[src/pcs_pkg.sv]
// Shared constants, column types and state enumerations for the PCS block.
package pcs_pkg;

   // ==========================================================================
   // Widths and depths
   localparam int LANES = 4;
   localparam int DATA_W = 32;
   localparam int COL_W = 36;
   localparam int FIFO_DEPTH = 16;
   // Midpoint of the transmit FIFO: 8 transfers, 32 bytes.
   localparam int FIFO_MID = 8;
   localparam int CNT_W = 5;
   localparam int IDLE_SETS = 8;
   localparam int IDLE_CNT_W = 4;
   localparam int SYNC_STAGES = 2;

   // ==========================================================================
   // Character codes
   localparam logic [7:0] CH_IDLE = 8'h07;
   localparam logic [7:0] CH_ALIGN = 8'h7C;
   localparam logic [7:0] CH_SKIP = 8'hBC;
   localparam logic [7:0] CH_REPL = 8'h1C;
   localparam logic [7:0] CH_START = 8'hFB;
   localparam logic [7:0] CH_TERM = 8'hFD;
   localparam logic [7:0] CH_ERR = 8'hFE;
   localparam logic [7:0] CH_SEQ = 8'h9C;
   localparam logic [3:0] CTRL_ALL = 4'hF;
   localparam logic [3:0] CTRL_LF = 4'h1;
   localparam logic [31:0] DATA_LF = 32'h0100009C;
   localparam logic [31:0] DATA_IDLE = 32'h07070707;
   localparam logic [31:0] DATA_ERR = 32'hFEFEFEFE;
   localparam logic [35:0] TOGGLE_PAT = 36'hAAAAAAAAA;
   localparam logic [CNT_W-1:0] MID_CNT = 5'h08;
   localparam logic [IDLE_CNT_W-1:0] IDLE_LAST = 4'h7;

   // ==========================================================================
   // Types
   typedef struct packed {
      logic [3:0] ctrl;
      logic [31:0] data;
   } xgmii_col_t;

   typedef struct packed {
      xgmii_col_t col;
      logic valid;
      logic frame_err;
      logic decode_err;
   } serial_rx_t;

   localparam xgmii_col_t COL_LF = '{ctrl: CTRL_LF, data: DATA_LF};
   localparam xgmii_col_t COL_IDLE = '{ctrl: CTRL_ALL, data: DATA_IDLE};
   localparam xgmii_col_t COL_ERR = '{ctrl: CTRL_ALL, data: DATA_ERR};

   typedef enum logic [1:0] {TX_FAULT, TX_FILL, TX_RUN} tx_state_t;
   typedef enum logic [1:0] {RX_FAULT, RX_FILL, RX_RUN, RX_ERROR} rx_state_t;

endpackage

[src/pcs_fifo.sv]
// Parameterised flip-flop FIFO and the reset synchroniser of the PCS block.
`timescale 1ns/1ps
`default_nettype none

// ============================================================================
// Reset synchroniser: asynchronous assertion, synchronous release.
module pcs_rst_sync
(
   // Clock and reset
   input wire logic i_sys_clk,
   input wire logic i_rst_n,
   // Synchronised reset
   output logic o_rst_n
);
   typedef struct packed {
      logic [pcs_pkg::SYNC_STAGES-1:0] sh;
   } sync_st_t;

   sync_st_t st_r;
   sync_st_t st_nxt;

   always_comb
   begin
      st_nxt.sh = {st_r.sh[pcs_pkg::SYNC_STAGES-2:0], 1'b1};
   end

   always_ff @(posedge i_sys_clk or negedge i_rst_n)
   begin
      if (!i_rst_n)
         st_r <= '0;
      else
         st_r <= st_nxt;
   end

   assign o_rst_n = st_r.sh[pcs_pkg::SYNC_STAGES-1];
endmodule // pcs_rst_sync

// ============================================================================
// FIFO with valid/ready on both sides and a fill count.
module pcs_fifo
#(
   parameter int W = 36,
   parameter int D = 16,
   parameter int CW = 5
)
(
   // Clock, reset and flush
   input wire logic i_sys_clk,
   input wire logic i_rst_n,
   input wire logic i_clr,
   // Fill side
   input wire logic i_wr_valid,
   output logic o_wr_ready,
   input wire logic [W-1:0] i_wr_data,
   // Drain side
   output logic o_rd_valid,
   input wire logic i_rd_ready,
   output logic [W-1:0] o_rd_data,
   // Fill level
   output logic [CW-1:0] o_count
);
   localparam int AW = $clog2(D);

   typedef struct packed {
      logic [D-1:0][W-1:0] mem;
      logic [CW-1:0] wp;
      logic [CW-1:0] rp;
   } fifo_st_t;

   fifo_st_t st_r;
   fifo_st_t st_nxt;
   logic [CW-1:0] count;

   assign count = st_r.wp - st_r.rp;
   assign o_count = count;
   assign o_wr_ready = (count != CW'(D));
   assign o_rd_valid = (count != '0);
   assign o_rd_data = st_r.mem[st_r.rp[AW-1:0]];

   always_comb
   begin
      st_nxt = st_r;
      if (i_wr_valid && o_wr_ready)
      begin
         st_nxt.mem[st_r.wp[AW-1:0]] = i_wr_data;
         st_nxt.wp = st_r.wp + 1'b1;
      end
      if (i_rd_ready && o_rd_valid)
         st_nxt.rp = st_r.rp + 1'b1;
      // A flush drops stale words so a restart begins from an empty buffer.
      if (i_clr)
      begin
         st_nxt.wp = '0;
         st_nxt.rp = '0;
      end
   end

   always_ff @(posedge i_sys_clk or negedge i_rst_n)
   begin
      if (!i_rst_n)
         st_r <= '0;
      else
         st_r <= st_nxt;
   end
endmodule // pcs_fifo

`default_nettype wire

[src/pcs_startup_fault_control.sv]
// Start-up sequencing, fault insertion and FIFO error handling of the PCS.
`timescale 1ns/1ps
`default_nettype none

// Functional notes
// XGMII transmit clock is an input; receive clock comes from reference.
// Serial receive clock is an input; transmit clock comes from reference.
// The system keeps all four clock inputs running.
// Management access needs no free-running management clock.
// In reset, XGMII outputs and receive clock low; serial outputs toggle.
// Reset should be held at least 1 us after valid power.
// All clock inputs are valid when reset is released.
// After reset, local fault and idle leave both FIFO outputs.
// Transmit faults last until eight idle or replacement sets arrive.
// Transmit FIFO drains only after filling to its midpoint.
// Drained transmit data passes the encoder before the serial bus.
// Receive faults last until frame lock; then data flows via FIFO.
// Management commands are accepted right after reset release.
// Frame sync restarts on reset; link is down while faults generate.
// Receive detects framing/decode errors; transmit detects encode errors.
// Detected bit errors are replaced by the error control character.
// Loss of receive lock resumes local faults until lock returns.
// FIFO overrun/underrun sets sticky error, drops link, sends faults.
// Receive overflow and underflow latch into self-clearing read bits.
// External reset is synchronised: asynchronous assert, clocked release.
module pcs_startup_fault_control
(
   // Clock and reset
   input wire logic i_sys_clk,
   input wire logic i_rst_n,
   input wire logic i_soft_rst,
   // XGMII transmit side
   input wire logic i_xgmii_tx_clock_in,
   input wire pcs_pkg::xgmii_col_t i_xgmii_tx,
   input wire logic i_xgmii_tx_valid,
   output logic o_xgmii_tx_ready,
   // XGMII receive side
   input wire logic i_xgmii_reference_clock,
   output logic o_xgmii_rx_clock_out,
   output pcs_pkg::xgmii_col_t o_xgmii_rx,
   // Serial side
   input wire logic i_serial_rx_clock_in,
   input wire pcs_pkg::serial_rx_t i_serial_rx,
   input wire logic i_frame_lock,
   input wire logic i_serial_side_reference_clock,
   output logic o_serial_tx_clock_out,
   input wire logic i_serial_tx_ready,
   output pcs_pkg::xgmii_col_t o_serial_tx,
   // Status
   input wire logic i_status_read,
   output logic o_link_up,
   output logic o_fifo_error,
   output logic o_rx_fifo_overflow_flag,
   output logic o_rx_fifo_underflow_flag,
   output logic o_mgmt_ready
);

   // =========================================================================
   // Character decoding

   function automatic logic ipg_char(input logic [7:0] ch);
      return (ch == pcs_pkg::CH_IDLE) || (ch == pcs_pkg::CH_ALIGN) ||
             (ch == pcs_pkg::CH_SKIP) || (ch == pcs_pkg::CH_REPL);
   endfunction

   function automatic logic ctrl_legal(input logic [7:0] ch);
      return ipg_char(ch) || (ch == pcs_pkg::CH_START) ||
             (ch == pcs_pkg::CH_TERM) || (ch == pcs_pkg::CH_ERR) ||
             (ch == pcs_pkg::CH_SEQ);
   endfunction

   function automatic logic ipg_col(input pcs_pkg::xgmii_col_t c);
      logic ok;
      ok = (c.ctrl == pcs_pkg::CTRL_ALL);
      for (int i = 0; i < pcs_pkg::LANES; i++)
         ok = ok && ipg_char(c.data[8*i +: 8]);
      return ok;
   endfunction

   // =========================================================================
   // State

   typedef struct packed {
      pcs_pkg::tx_state_t tx_st;
      pcs_pkg::rx_state_t rx_st;
      logic [pcs_pkg::IDLE_CNT_W-1:0] idle_cnt;
      logic lf_phase;
      pcs_pkg::xgmii_col_t tx_out;
      pcs_pkg::xgmii_col_t rx_out;
      logic link_up;
      logic fifo_err;
      logic ovfl;
      logic unfl;
   } st_t;

   st_t st_r;
   st_t st_nxt;
   logic rst_ok_n;
   logic tx_wr_valid;
   logic tx_wr_ready;
   logic tx_rd_valid;
   logic tx_rd_ready;
   pcs_pkg::xgmii_col_t tx_rd_data;
   logic [pcs_pkg::CNT_W-1:0] tx_cnt;
   logic rx_wr_valid;
   logic rx_wr_ready;
   logic rx_rd_valid;
   logic rx_rd_ready;
   pcs_pkg::xgmii_col_t rx_rd_data;
   pcs_pkg::xgmii_col_t rx_wr_data;
   logic [pcs_pkg::CNT_W-1:0] rx_cnt;
   logic tx_ovf;
   logic tx_unf;
   logic rx_ovf;
   logic rx_unf;
   logic rx_bit_err;
   logic tx_clr;
   logic rx_clr;
   wire [pcs_pkg::DATA_W-1:0] enc_data;
   pcs_pkg::xgmii_col_t enc_col;
   pcs_pkg::xgmii_col_t fault_col;

   // =========================================================================
   // Reset synchronisation

   // reset synchroniser
   pcs_rst_sync u_rst_sync
   (
      .i_sys_clk(i_sys_clk),
      .i_rst_n(i_rst_n),
      .o_rst_n(rst_ok_n)
   );

   // =========================================================================
   // Transmit path

   // gate FIFO fill
   assign tx_wr_valid = (st_r.tx_st != pcs_pkg::TX_FAULT) && i_xgmii_tx_valid;
   // drain after midpoint
   assign tx_rd_ready = (st_r.tx_st == pcs_pkg::TX_RUN) && i_serial_tx_ready;
   assign tx_ovf = tx_wr_valid && !tx_wr_ready;
   assign tx_unf = tx_rd_ready && !tx_rd_valid;
   assign tx_clr = (st_r.tx_st == pcs_pkg::TX_FAULT);
   assign o_xgmii_tx_ready = tx_wr_ready && rst_ok_n;

   pcs_fifo
   #(
      .W(pcs_pkg::COL_W),
      .D(pcs_pkg::FIFO_DEPTH),
      .CW(pcs_pkg::CNT_W)
   )
   u_tx_fifo
   (
      .i_sys_clk(i_sys_clk),
      .i_rst_n(rst_ok_n),
      .i_clr(tx_clr),
      .i_wr_valid(tx_wr_valid),
      .o_wr_ready(tx_wr_ready),
      .i_wr_data(i_xgmii_tx),
      .o_rd_valid(tx_rd_valid),
      .i_rd_ready(tx_rd_ready),
      .o_rd_data(tx_rd_data),
      .o_count(tx_cnt)
   );

   // encode-time check
   // An undefined control code is the only error the encoder can see.
   for (genvar g = 0; g < pcs_pkg::LANES; g++)
   begin : g_enc_lane
      // substitute error char
      assign enc_data[8*g +: 8] =
         (tx_rd_data.ctrl[g] && !ctrl_legal(tx_rd_data.data[8*g +: 8])) ?
         pcs_pkg::CH_ERR : tx_rd_data.data[8*g +: 8];
   end

   assign enc_col = '{ctrl: tx_rd_data.ctrl, data: enc_data};
   // alternate fault and idle
   assign fault_col = st_r.lf_phase ? pcs_pkg::COL_IDLE : pcs_pkg::COL_LF;

   // =========================================================================
   // Receive path

   // receive error detect
   assign rx_bit_err = i_serial_rx.frame_err || i_serial_rx.decode_err;
   // replace bad column
   assign rx_wr_data = rx_bit_err ? pcs_pkg::COL_ERR : i_serial_rx.col;
   // forward only while locked
   assign rx_wr_valid = ((st_r.rx_st == pcs_pkg::RX_FILL) ||
                         (st_r.rx_st == pcs_pkg::RX_RUN)) &&
                        i_serial_rx.valid && i_frame_lock;
   assign rx_rd_ready = (st_r.rx_st == pcs_pkg::RX_RUN);
   assign rx_ovf = rx_wr_valid && !rx_wr_ready;
   assign rx_unf = rx_rd_ready && !rx_rd_valid;
   assign rx_clr = (st_r.rx_st == pcs_pkg::RX_FAULT) ||
                   (st_r.rx_st == pcs_pkg::RX_ERROR);

   pcs_fifo
   #(
      .W(pcs_pkg::COL_W),
      .D(pcs_pkg::FIFO_DEPTH),
      .CW(pcs_pkg::CNT_W)
   )
   u_rx_fifo
   (
      .i_sys_clk(i_sys_clk),
      .i_rst_n(rst_ok_n),
      .i_clr(rx_clr),
      .i_wr_valid(rx_wr_valid),
      .o_wr_ready(rx_wr_ready),
      .i_wr_data(rx_wr_data),
      .o_rd_valid(rx_rd_valid),
      .i_rd_ready(rx_rd_ready),
      .o_rd_data(rx_rd_data),
      .o_count(rx_cnt)
   );

   // =========================================================================
   // Next state

   always_comb
   begin
      st_nxt = st_r;
      st_nxt.lf_phase = ~st_r.lf_phase;
      unique case (st_r.tx_st)
         pcs_pkg::TX_FAULT:
         begin
            // count idle sets
            if (i_xgmii_tx_valid && ipg_col(i_xgmii_tx))
            begin
               if (st_r.idle_cnt == pcs_pkg::IDLE_LAST)
                  st_nxt.tx_st = pcs_pkg::TX_FILL;
               st_nxt.idle_cnt = st_r.idle_cnt + 1'b1;
            end
            else if (i_xgmii_tx_valid)
               st_nxt.idle_cnt = '0;
         end
         pcs_pkg::TX_FILL:
         begin
            // wait for midpoint
            if (tx_cnt >= pcs_pkg::MID_CNT)
               st_nxt.tx_st = pcs_pkg::TX_RUN;
         end
         pcs_pkg::TX_RUN:
         begin
            st_nxt.tx_st = pcs_pkg::TX_RUN;
         end
         default:
         begin
            st_nxt.tx_st = pcs_pkg::TX_FAULT;
         end
      endcase
      // encoder output stage
      if (i_serial_tx_ready)
         st_nxt.tx_out = (tx_rd_ready && tx_rd_valid) ? enc_col : fault_col;

      unique case (st_r.rx_st)
         pcs_pkg::RX_FAULT:
         begin
            // wait for frame lock
            if (i_frame_lock)
               st_nxt.rx_st = pcs_pkg::RX_FILL;
         end
         pcs_pkg::RX_FILL:
         begin
            // lock lost
            if (!i_frame_lock)
               st_nxt.rx_st = pcs_pkg::RX_FAULT;
            else if (rx_cnt >= pcs_pkg::MID_CNT)
               st_nxt.rx_st = pcs_pkg::RX_RUN;
         end
         pcs_pkg::RX_RUN:
         begin
            // lock lost
            if (!i_frame_lock)
               st_nxt.rx_st = pcs_pkg::RX_FAULT;
         end
         pcs_pkg::RX_ERROR:
         begin
            st_nxt.rx_st = pcs_pkg::RX_ERROR;
         end
      endcase

      // sticky FIFO error
      if (tx_ovf || tx_unf || rx_ovf || rx_unf)
      begin
         st_nxt.fifo_err = 1'b1;
         st_nxt.rx_st = pcs_pkg::RX_ERROR;
      end
      // latch, clear on read, set wins
      st_nxt.ovfl = rx_ovf || (st_r.ovfl && !i_status_read);
      st_nxt.unfl = rx_unf || (st_r.unfl && !i_status_read);

      // soft reset restarts sync
      if (i_soft_rst)
      begin
         st_nxt.tx_st = pcs_pkg::TX_FAULT;
         st_nxt.rx_st = pcs_pkg::RX_FAULT;
         st_nxt.idle_cnt = '0;
         st_nxt.fifo_err = 1'b0;
      end

      // fault insertion at FIFO output
      st_nxt.rx_out = (rx_rd_ready && rx_rd_valid) ? rx_rd_data : fault_col;
      // link down while faults
      st_nxt.link_up = (st_nxt.rx_st == pcs_pkg::RX_RUN) && !st_nxt.fifo_err;
   end

   // reset holds outputs low
   always_ff @(posedge i_sys_clk or negedge rst_ok_n)
   begin
      if (!rst_ok_n)
         st_r <= '0;
      else
         st_r <= st_nxt;
   end

   // =========================================================================
   // Outputs

   // receive clock from reference
   assign o_xgmii_rx_clock_out = i_xgmii_reference_clock && rst_ok_n;
   // serial transmit clock
   assign o_serial_tx_clock_out = i_serial_side_reference_clock;
   // serial outputs keep toggling
   // The serial lines must not sit still in reset, so the pattern follows the clock.
   assign o_serial_tx = rst_ok_n ? st_r.tx_out : pcs_pkg::xgmii_col_t'(
      {pcs_pkg::COL_W{i_serial_side_reference_clock}} ^ pcs_pkg::TOGGLE_PAT);
   assign o_xgmii_rx = st_r.rx_out;
   assign o_link_up = st_r.link_up;
   assign o_fifo_error = st_r.fifo_err;
   assign o_rx_fifo_overflow_flag = st_r.ovfl;
   assign o_rx_fifo_underflow_flag = st_r.unfl;
   // management ready at release
   // level only, independent of any management clock edge
   assign o_mgmt_ready = rst_ok_n;
endmodule // pcs_startup_fault_control

`default_nettype wire

[config.mk]
export PLATFORM = sky130hd
export DESIGN_NAME = pcs_startup_fault_control
export DESIGN_NICKNAME = d
export VERILOG_FILES = /design/src/pcs_pkg.sv /design/src/pcs_fifo.sv /design/src/pcs_startup_fault_control.sv
export SDC_FILE = /design/constraint.sdc
export NUM_CORES = 2
export LEC_CHECK = 0
export BUFFER_PORTS_ARGS = -buffer_cell sky130_fd_sc_hd__buf_2
export CAP_MARGIN = 30
export CORE_MARGIN = 2
export CORE_UTILIZATION = 40
export CTS_BUF_LIST = sky130_fd_sc_hd__clkbuf_8
export CTS_CLUSTER_DIAMETER = 50
export CTS_CLUSTER_SIZE = 30
export DETAILED_ROUTE_END_ITERATION = 10
export PLACE_DENSITY = 0.65
export SYNTH_ARGS = -nofsm -noshare
export SYNTH_HDL_FRONTEND = slang
export SYNTH_SLANG_ARGS = --single-unit
export TNS_END_PERCENT = 1
[constraint.sdc]
create_clock -name i_sys_clk -period 127.6 [get_ports i_sys_clk]
set_input_delay 25.52 -clock i_sys_clk [delete_from_list [all_inputs] [get_ports i_sys_clk]]
set_output_delay 25.52 -clock i_sys_clk [all_outputs]
set_load 0.02 [all_outputs]
==> summary.md <==
| Metric | Value |
|---|---|
| Antenna-violating nets left | `0` |
| CP max-delay cell | `buf_4` |
| Share of the synthesized area in the top cell type | `0.549` |
| List of most frequent post-synthesis cells | `dfrtp_1 (1259), nand2_1 (689), o21ai_0 (615), mux2_2 (590), mux4_2 (314)` |
| CP Launch Type | `primary input` |
| Post-route non-filler standard cell count | `6443` |
| Met2 usage | `0.331` |
| Nets in the synthesized netlist | `4622` |
| Post-synth ARST share | `1.00` |
| CP Buf/Inv Count | `3` |
| RePlAce Congestion | `0.805` |
| Max-cap viol count | `0` |
| RSZ-0062 raised after global routing | `false` |
| Final Cycle Share | `0.406` |
| Gr usage total | `0.202` |
| Maximum vdd drop | `0.0106 mV` |
| Syn_area_per_cell | `12.7 um^2` |
| Critical path class | `in2out` |
| Number of post-CTS setup repair buffers | `0` |
| Post-layout minimum cycle time | `51.86 ns` |
| Grt met3 use | `0.0303` |
| Fin. max-slew vios | `0` |
| Synth cell types | `92` |
| Die height | `383 um` |
| Setup TNS | `0 ns` |
| Initial antenna violation count | `7` |
| Post-Synthesis Cells | `4509` |
| I/O Buffers | `163` |
| Final HPWL DP | `84.3 mm` |
| Synthesized flop and latch total | `1259` |
| Initial core utilization | `0.404` |
| Final instance area | `62400 um^2` |
| Io pins | `166` |
| Fin. Hold Viols | `0` |
| Die span in x | `383 um` |
| Sequential area share after synthesis | `0.549` |
| Worst skew pair latency | `0.88 ns` |
| Crit path largest cell delay | `0.25 ns` |
| Power density over the cells | `15.0 nW/um^2` |
| Clock root cell | `clkbuf_8` |
| CTS tree | `yes` |
| Layout cells sized above 1 | `0.313` |
| P&R area growth vs syn | `8.72%` |
| Row cnt | `138` |
| CTS Buf Count | `111` |
| Status | `completed` |
| Number of global-route vias before repair | `36200` |
| EDFF count, synth | `0` |
| Most used cell, CP | `buf_2` |
| Max Clock Freq | `19.3 MHz` |
| H-tree levels | `3` |
| Hold Crit Class | `reg2async` |
| Yosys warnings | `0` |
| Placed cell count | `6221` |
| Placement Cell Area | `59700 um^2` |
| Filler cells | `13000` |
| Die area | `146000 um^2` |
| First-pass GRT wire length | `228 mm` |
| Max clock buf depth | `3` |
| Setup Viol. Count Final | `0` |
| Final wirelength | `147 mm` |
| Initial drt markers | `2621` |
| Pin count of the biggest net entering global routing | `182` |
| Core box area | `142000 um^2` |
| Critical Path RT | `102.08 ns` |
| Crit Path Max Fanout | `16` |
| Most area-hungry cell type in the Yosys netlist | `dfrtp_1` |
| Total Power | `0.933 mW` |
| DRT Pass-1 Iters | `7` |
| Hold_ws | `0.335 ns` |
| Total number of vias | `35700` |
| Worst slew pin tran | `1.02 ns` |
| CP startpoint | `i_serial_side_reference_clock` |
| Vias per cell | `5.55` |
| Clk_skew | `0.0516 ns` |
| Grt met1 use | `0.283` |
| Critical path arrival | `26.34 ns` |
| # hold bufs at CTS | `0` |
| Grt peak-use layer | `met2` |
| Crit. End Element | `primary output` |
| DRC violations left | `0` |
| Count leader, synth | `dfrtp_1` |
| Global route total overflow | `0` |
| Static leakage | `28.1 nW` |
| WL/cell | `22.8 um` |
| Slew Limit Headroom | `0.313` |
| Clock-pin slew on the worst setup and hold paths | `0.12 ns` |
| Worst r2r src | `u_tx_fifo.st_r[0]` |
| Cell family with most CP delay | `buffers and inverters` |
| Crit path cell chain | `buf_2 -> nor2_1 -> buf_4 -> a21o_1 -> buf_2` |
| Synth top area cells | `dfrtp_1 (55%), mux4_2 (12%), mux2_2 (12%)` |
| Resized Gates After CTS | `0` |
| Synth Cell Area | `57400 um^2` |
| Nets | `4560` |
| Synth Flop Type | `dfrtp_1` |
| Clk sink count | `1259` |
-- sequential cells by signal, indices dropped and copies added (netlist names) --
name                      count
o_rx_fifo_overflow_flag       1
o_link_up                     1
o_xgmii_rx                   36
o_rx_fifo_underflow_flag      1
u_tx_fifo.st_r              586
o_fifo_error                  1
u_rst_sync.st_r               2
st_r                         45
u_rx_fifo.st_r              586
-- per-layer routing --
layer | up-vias | share of wire
li1 | 16000 | -
met1 | 18600 | 0.44
met2 | 928 | 0.48
met3 | 215 | 0.052
met4 | 0 | 0.025
met5 | - | 0
-- cells by family (layout without fill, tap and decap cells) --
kind of cell | after synthesis | count (layout) | share of synthesized area
AO/OA/AOI/OAI | 796 | 796 | 0.0792
flip-flops | 1259 | 1259 | 0.549
adder cells (fa/ha/maj) | 27 | 27 | 0.00589
AND/OR/NAND/NOR | 976 | 976 | 0.0730
buffers and inverters | 462 | 498 | 0.0381
XOR/XNOR | 32 | 32 | 0.00489
multiplexers | 956 | 956 | 0.250
other | 1 | 9 | 0.0000654
-- layout by cell type, fill, tap and decap left out, types with 44 or more instances in the layout --
cell	netlist	final
mux2i_1	44	44
inv_1	41	45
clkbuf_8	0	115
mux2_2	590	590
o21ai_0	615	615
nor2_1	84	83
buf_4	41	60
mux4_2	314	314
dfrtp_1	1259	1251
buf_2	90	163
nand2_1	689	689
-- worst paths after layout --
check / to / slack, ns / depth (start not counted)
worst max-delay path: o_serial_tx[23] / 75.74 / 5
worst min-delay path: u_rx_fifo.st_r[476] / 0.34 / 0
worst max register to register: st_r[42] / 122.73 / 9
worst min register to register: u_rx_fifo.st_r[476] / 0.34 / 0
max in group asynchronous: u_rst_sync.st_r[1] / 103.07 / 1
min in group i_sys_clk: u_rst_sync.st_r[1] / 0.36 / 0
-- through the flow --
step                      setup slack (ns)   util
after floorplan                      68.88      -
after global placement               75.39  0.418
after detailed placement             75.31  0.421
after CTS                            75.31  0.439
after global routing                 75.59  0.439
final                                75.74  0.439
-- area by class of cell --
| type | instances | area [um^2] | share of cell area |
|---|---|---|---|
| clock buffer | 115 | 1580 | 0.0254 |
| tap | 1890 | 2360 | 0.0379 |
| multi-input combinational | 2788 | 23900 | 0.383 |
| timing repair buffer | 243 | 1790 | 0.0286 |
| sequential | 1259 | 31500 | 0.506 |
| clock inverter | 96 | 1010 | 0.0163 |
| antenna | 8 | 20.0 | 0.000321 |
| inverter | 44 | 166 | 0.00267 |
-- report_power, final --
| part | internal (mW) | switching (mW) | total [mW] |
|---|---|---|---|
| clock | 0.0998 | 0.166 | 0.266 |
| combinational | 0.0915 | 0.102 | 0.193 |
| sequential | 0.447 | 0.0271 | 0.474 |
| total | 0.638 | 0.295 | 0.933 |
No activity file was read; power rests on OpenSTA's default activity.
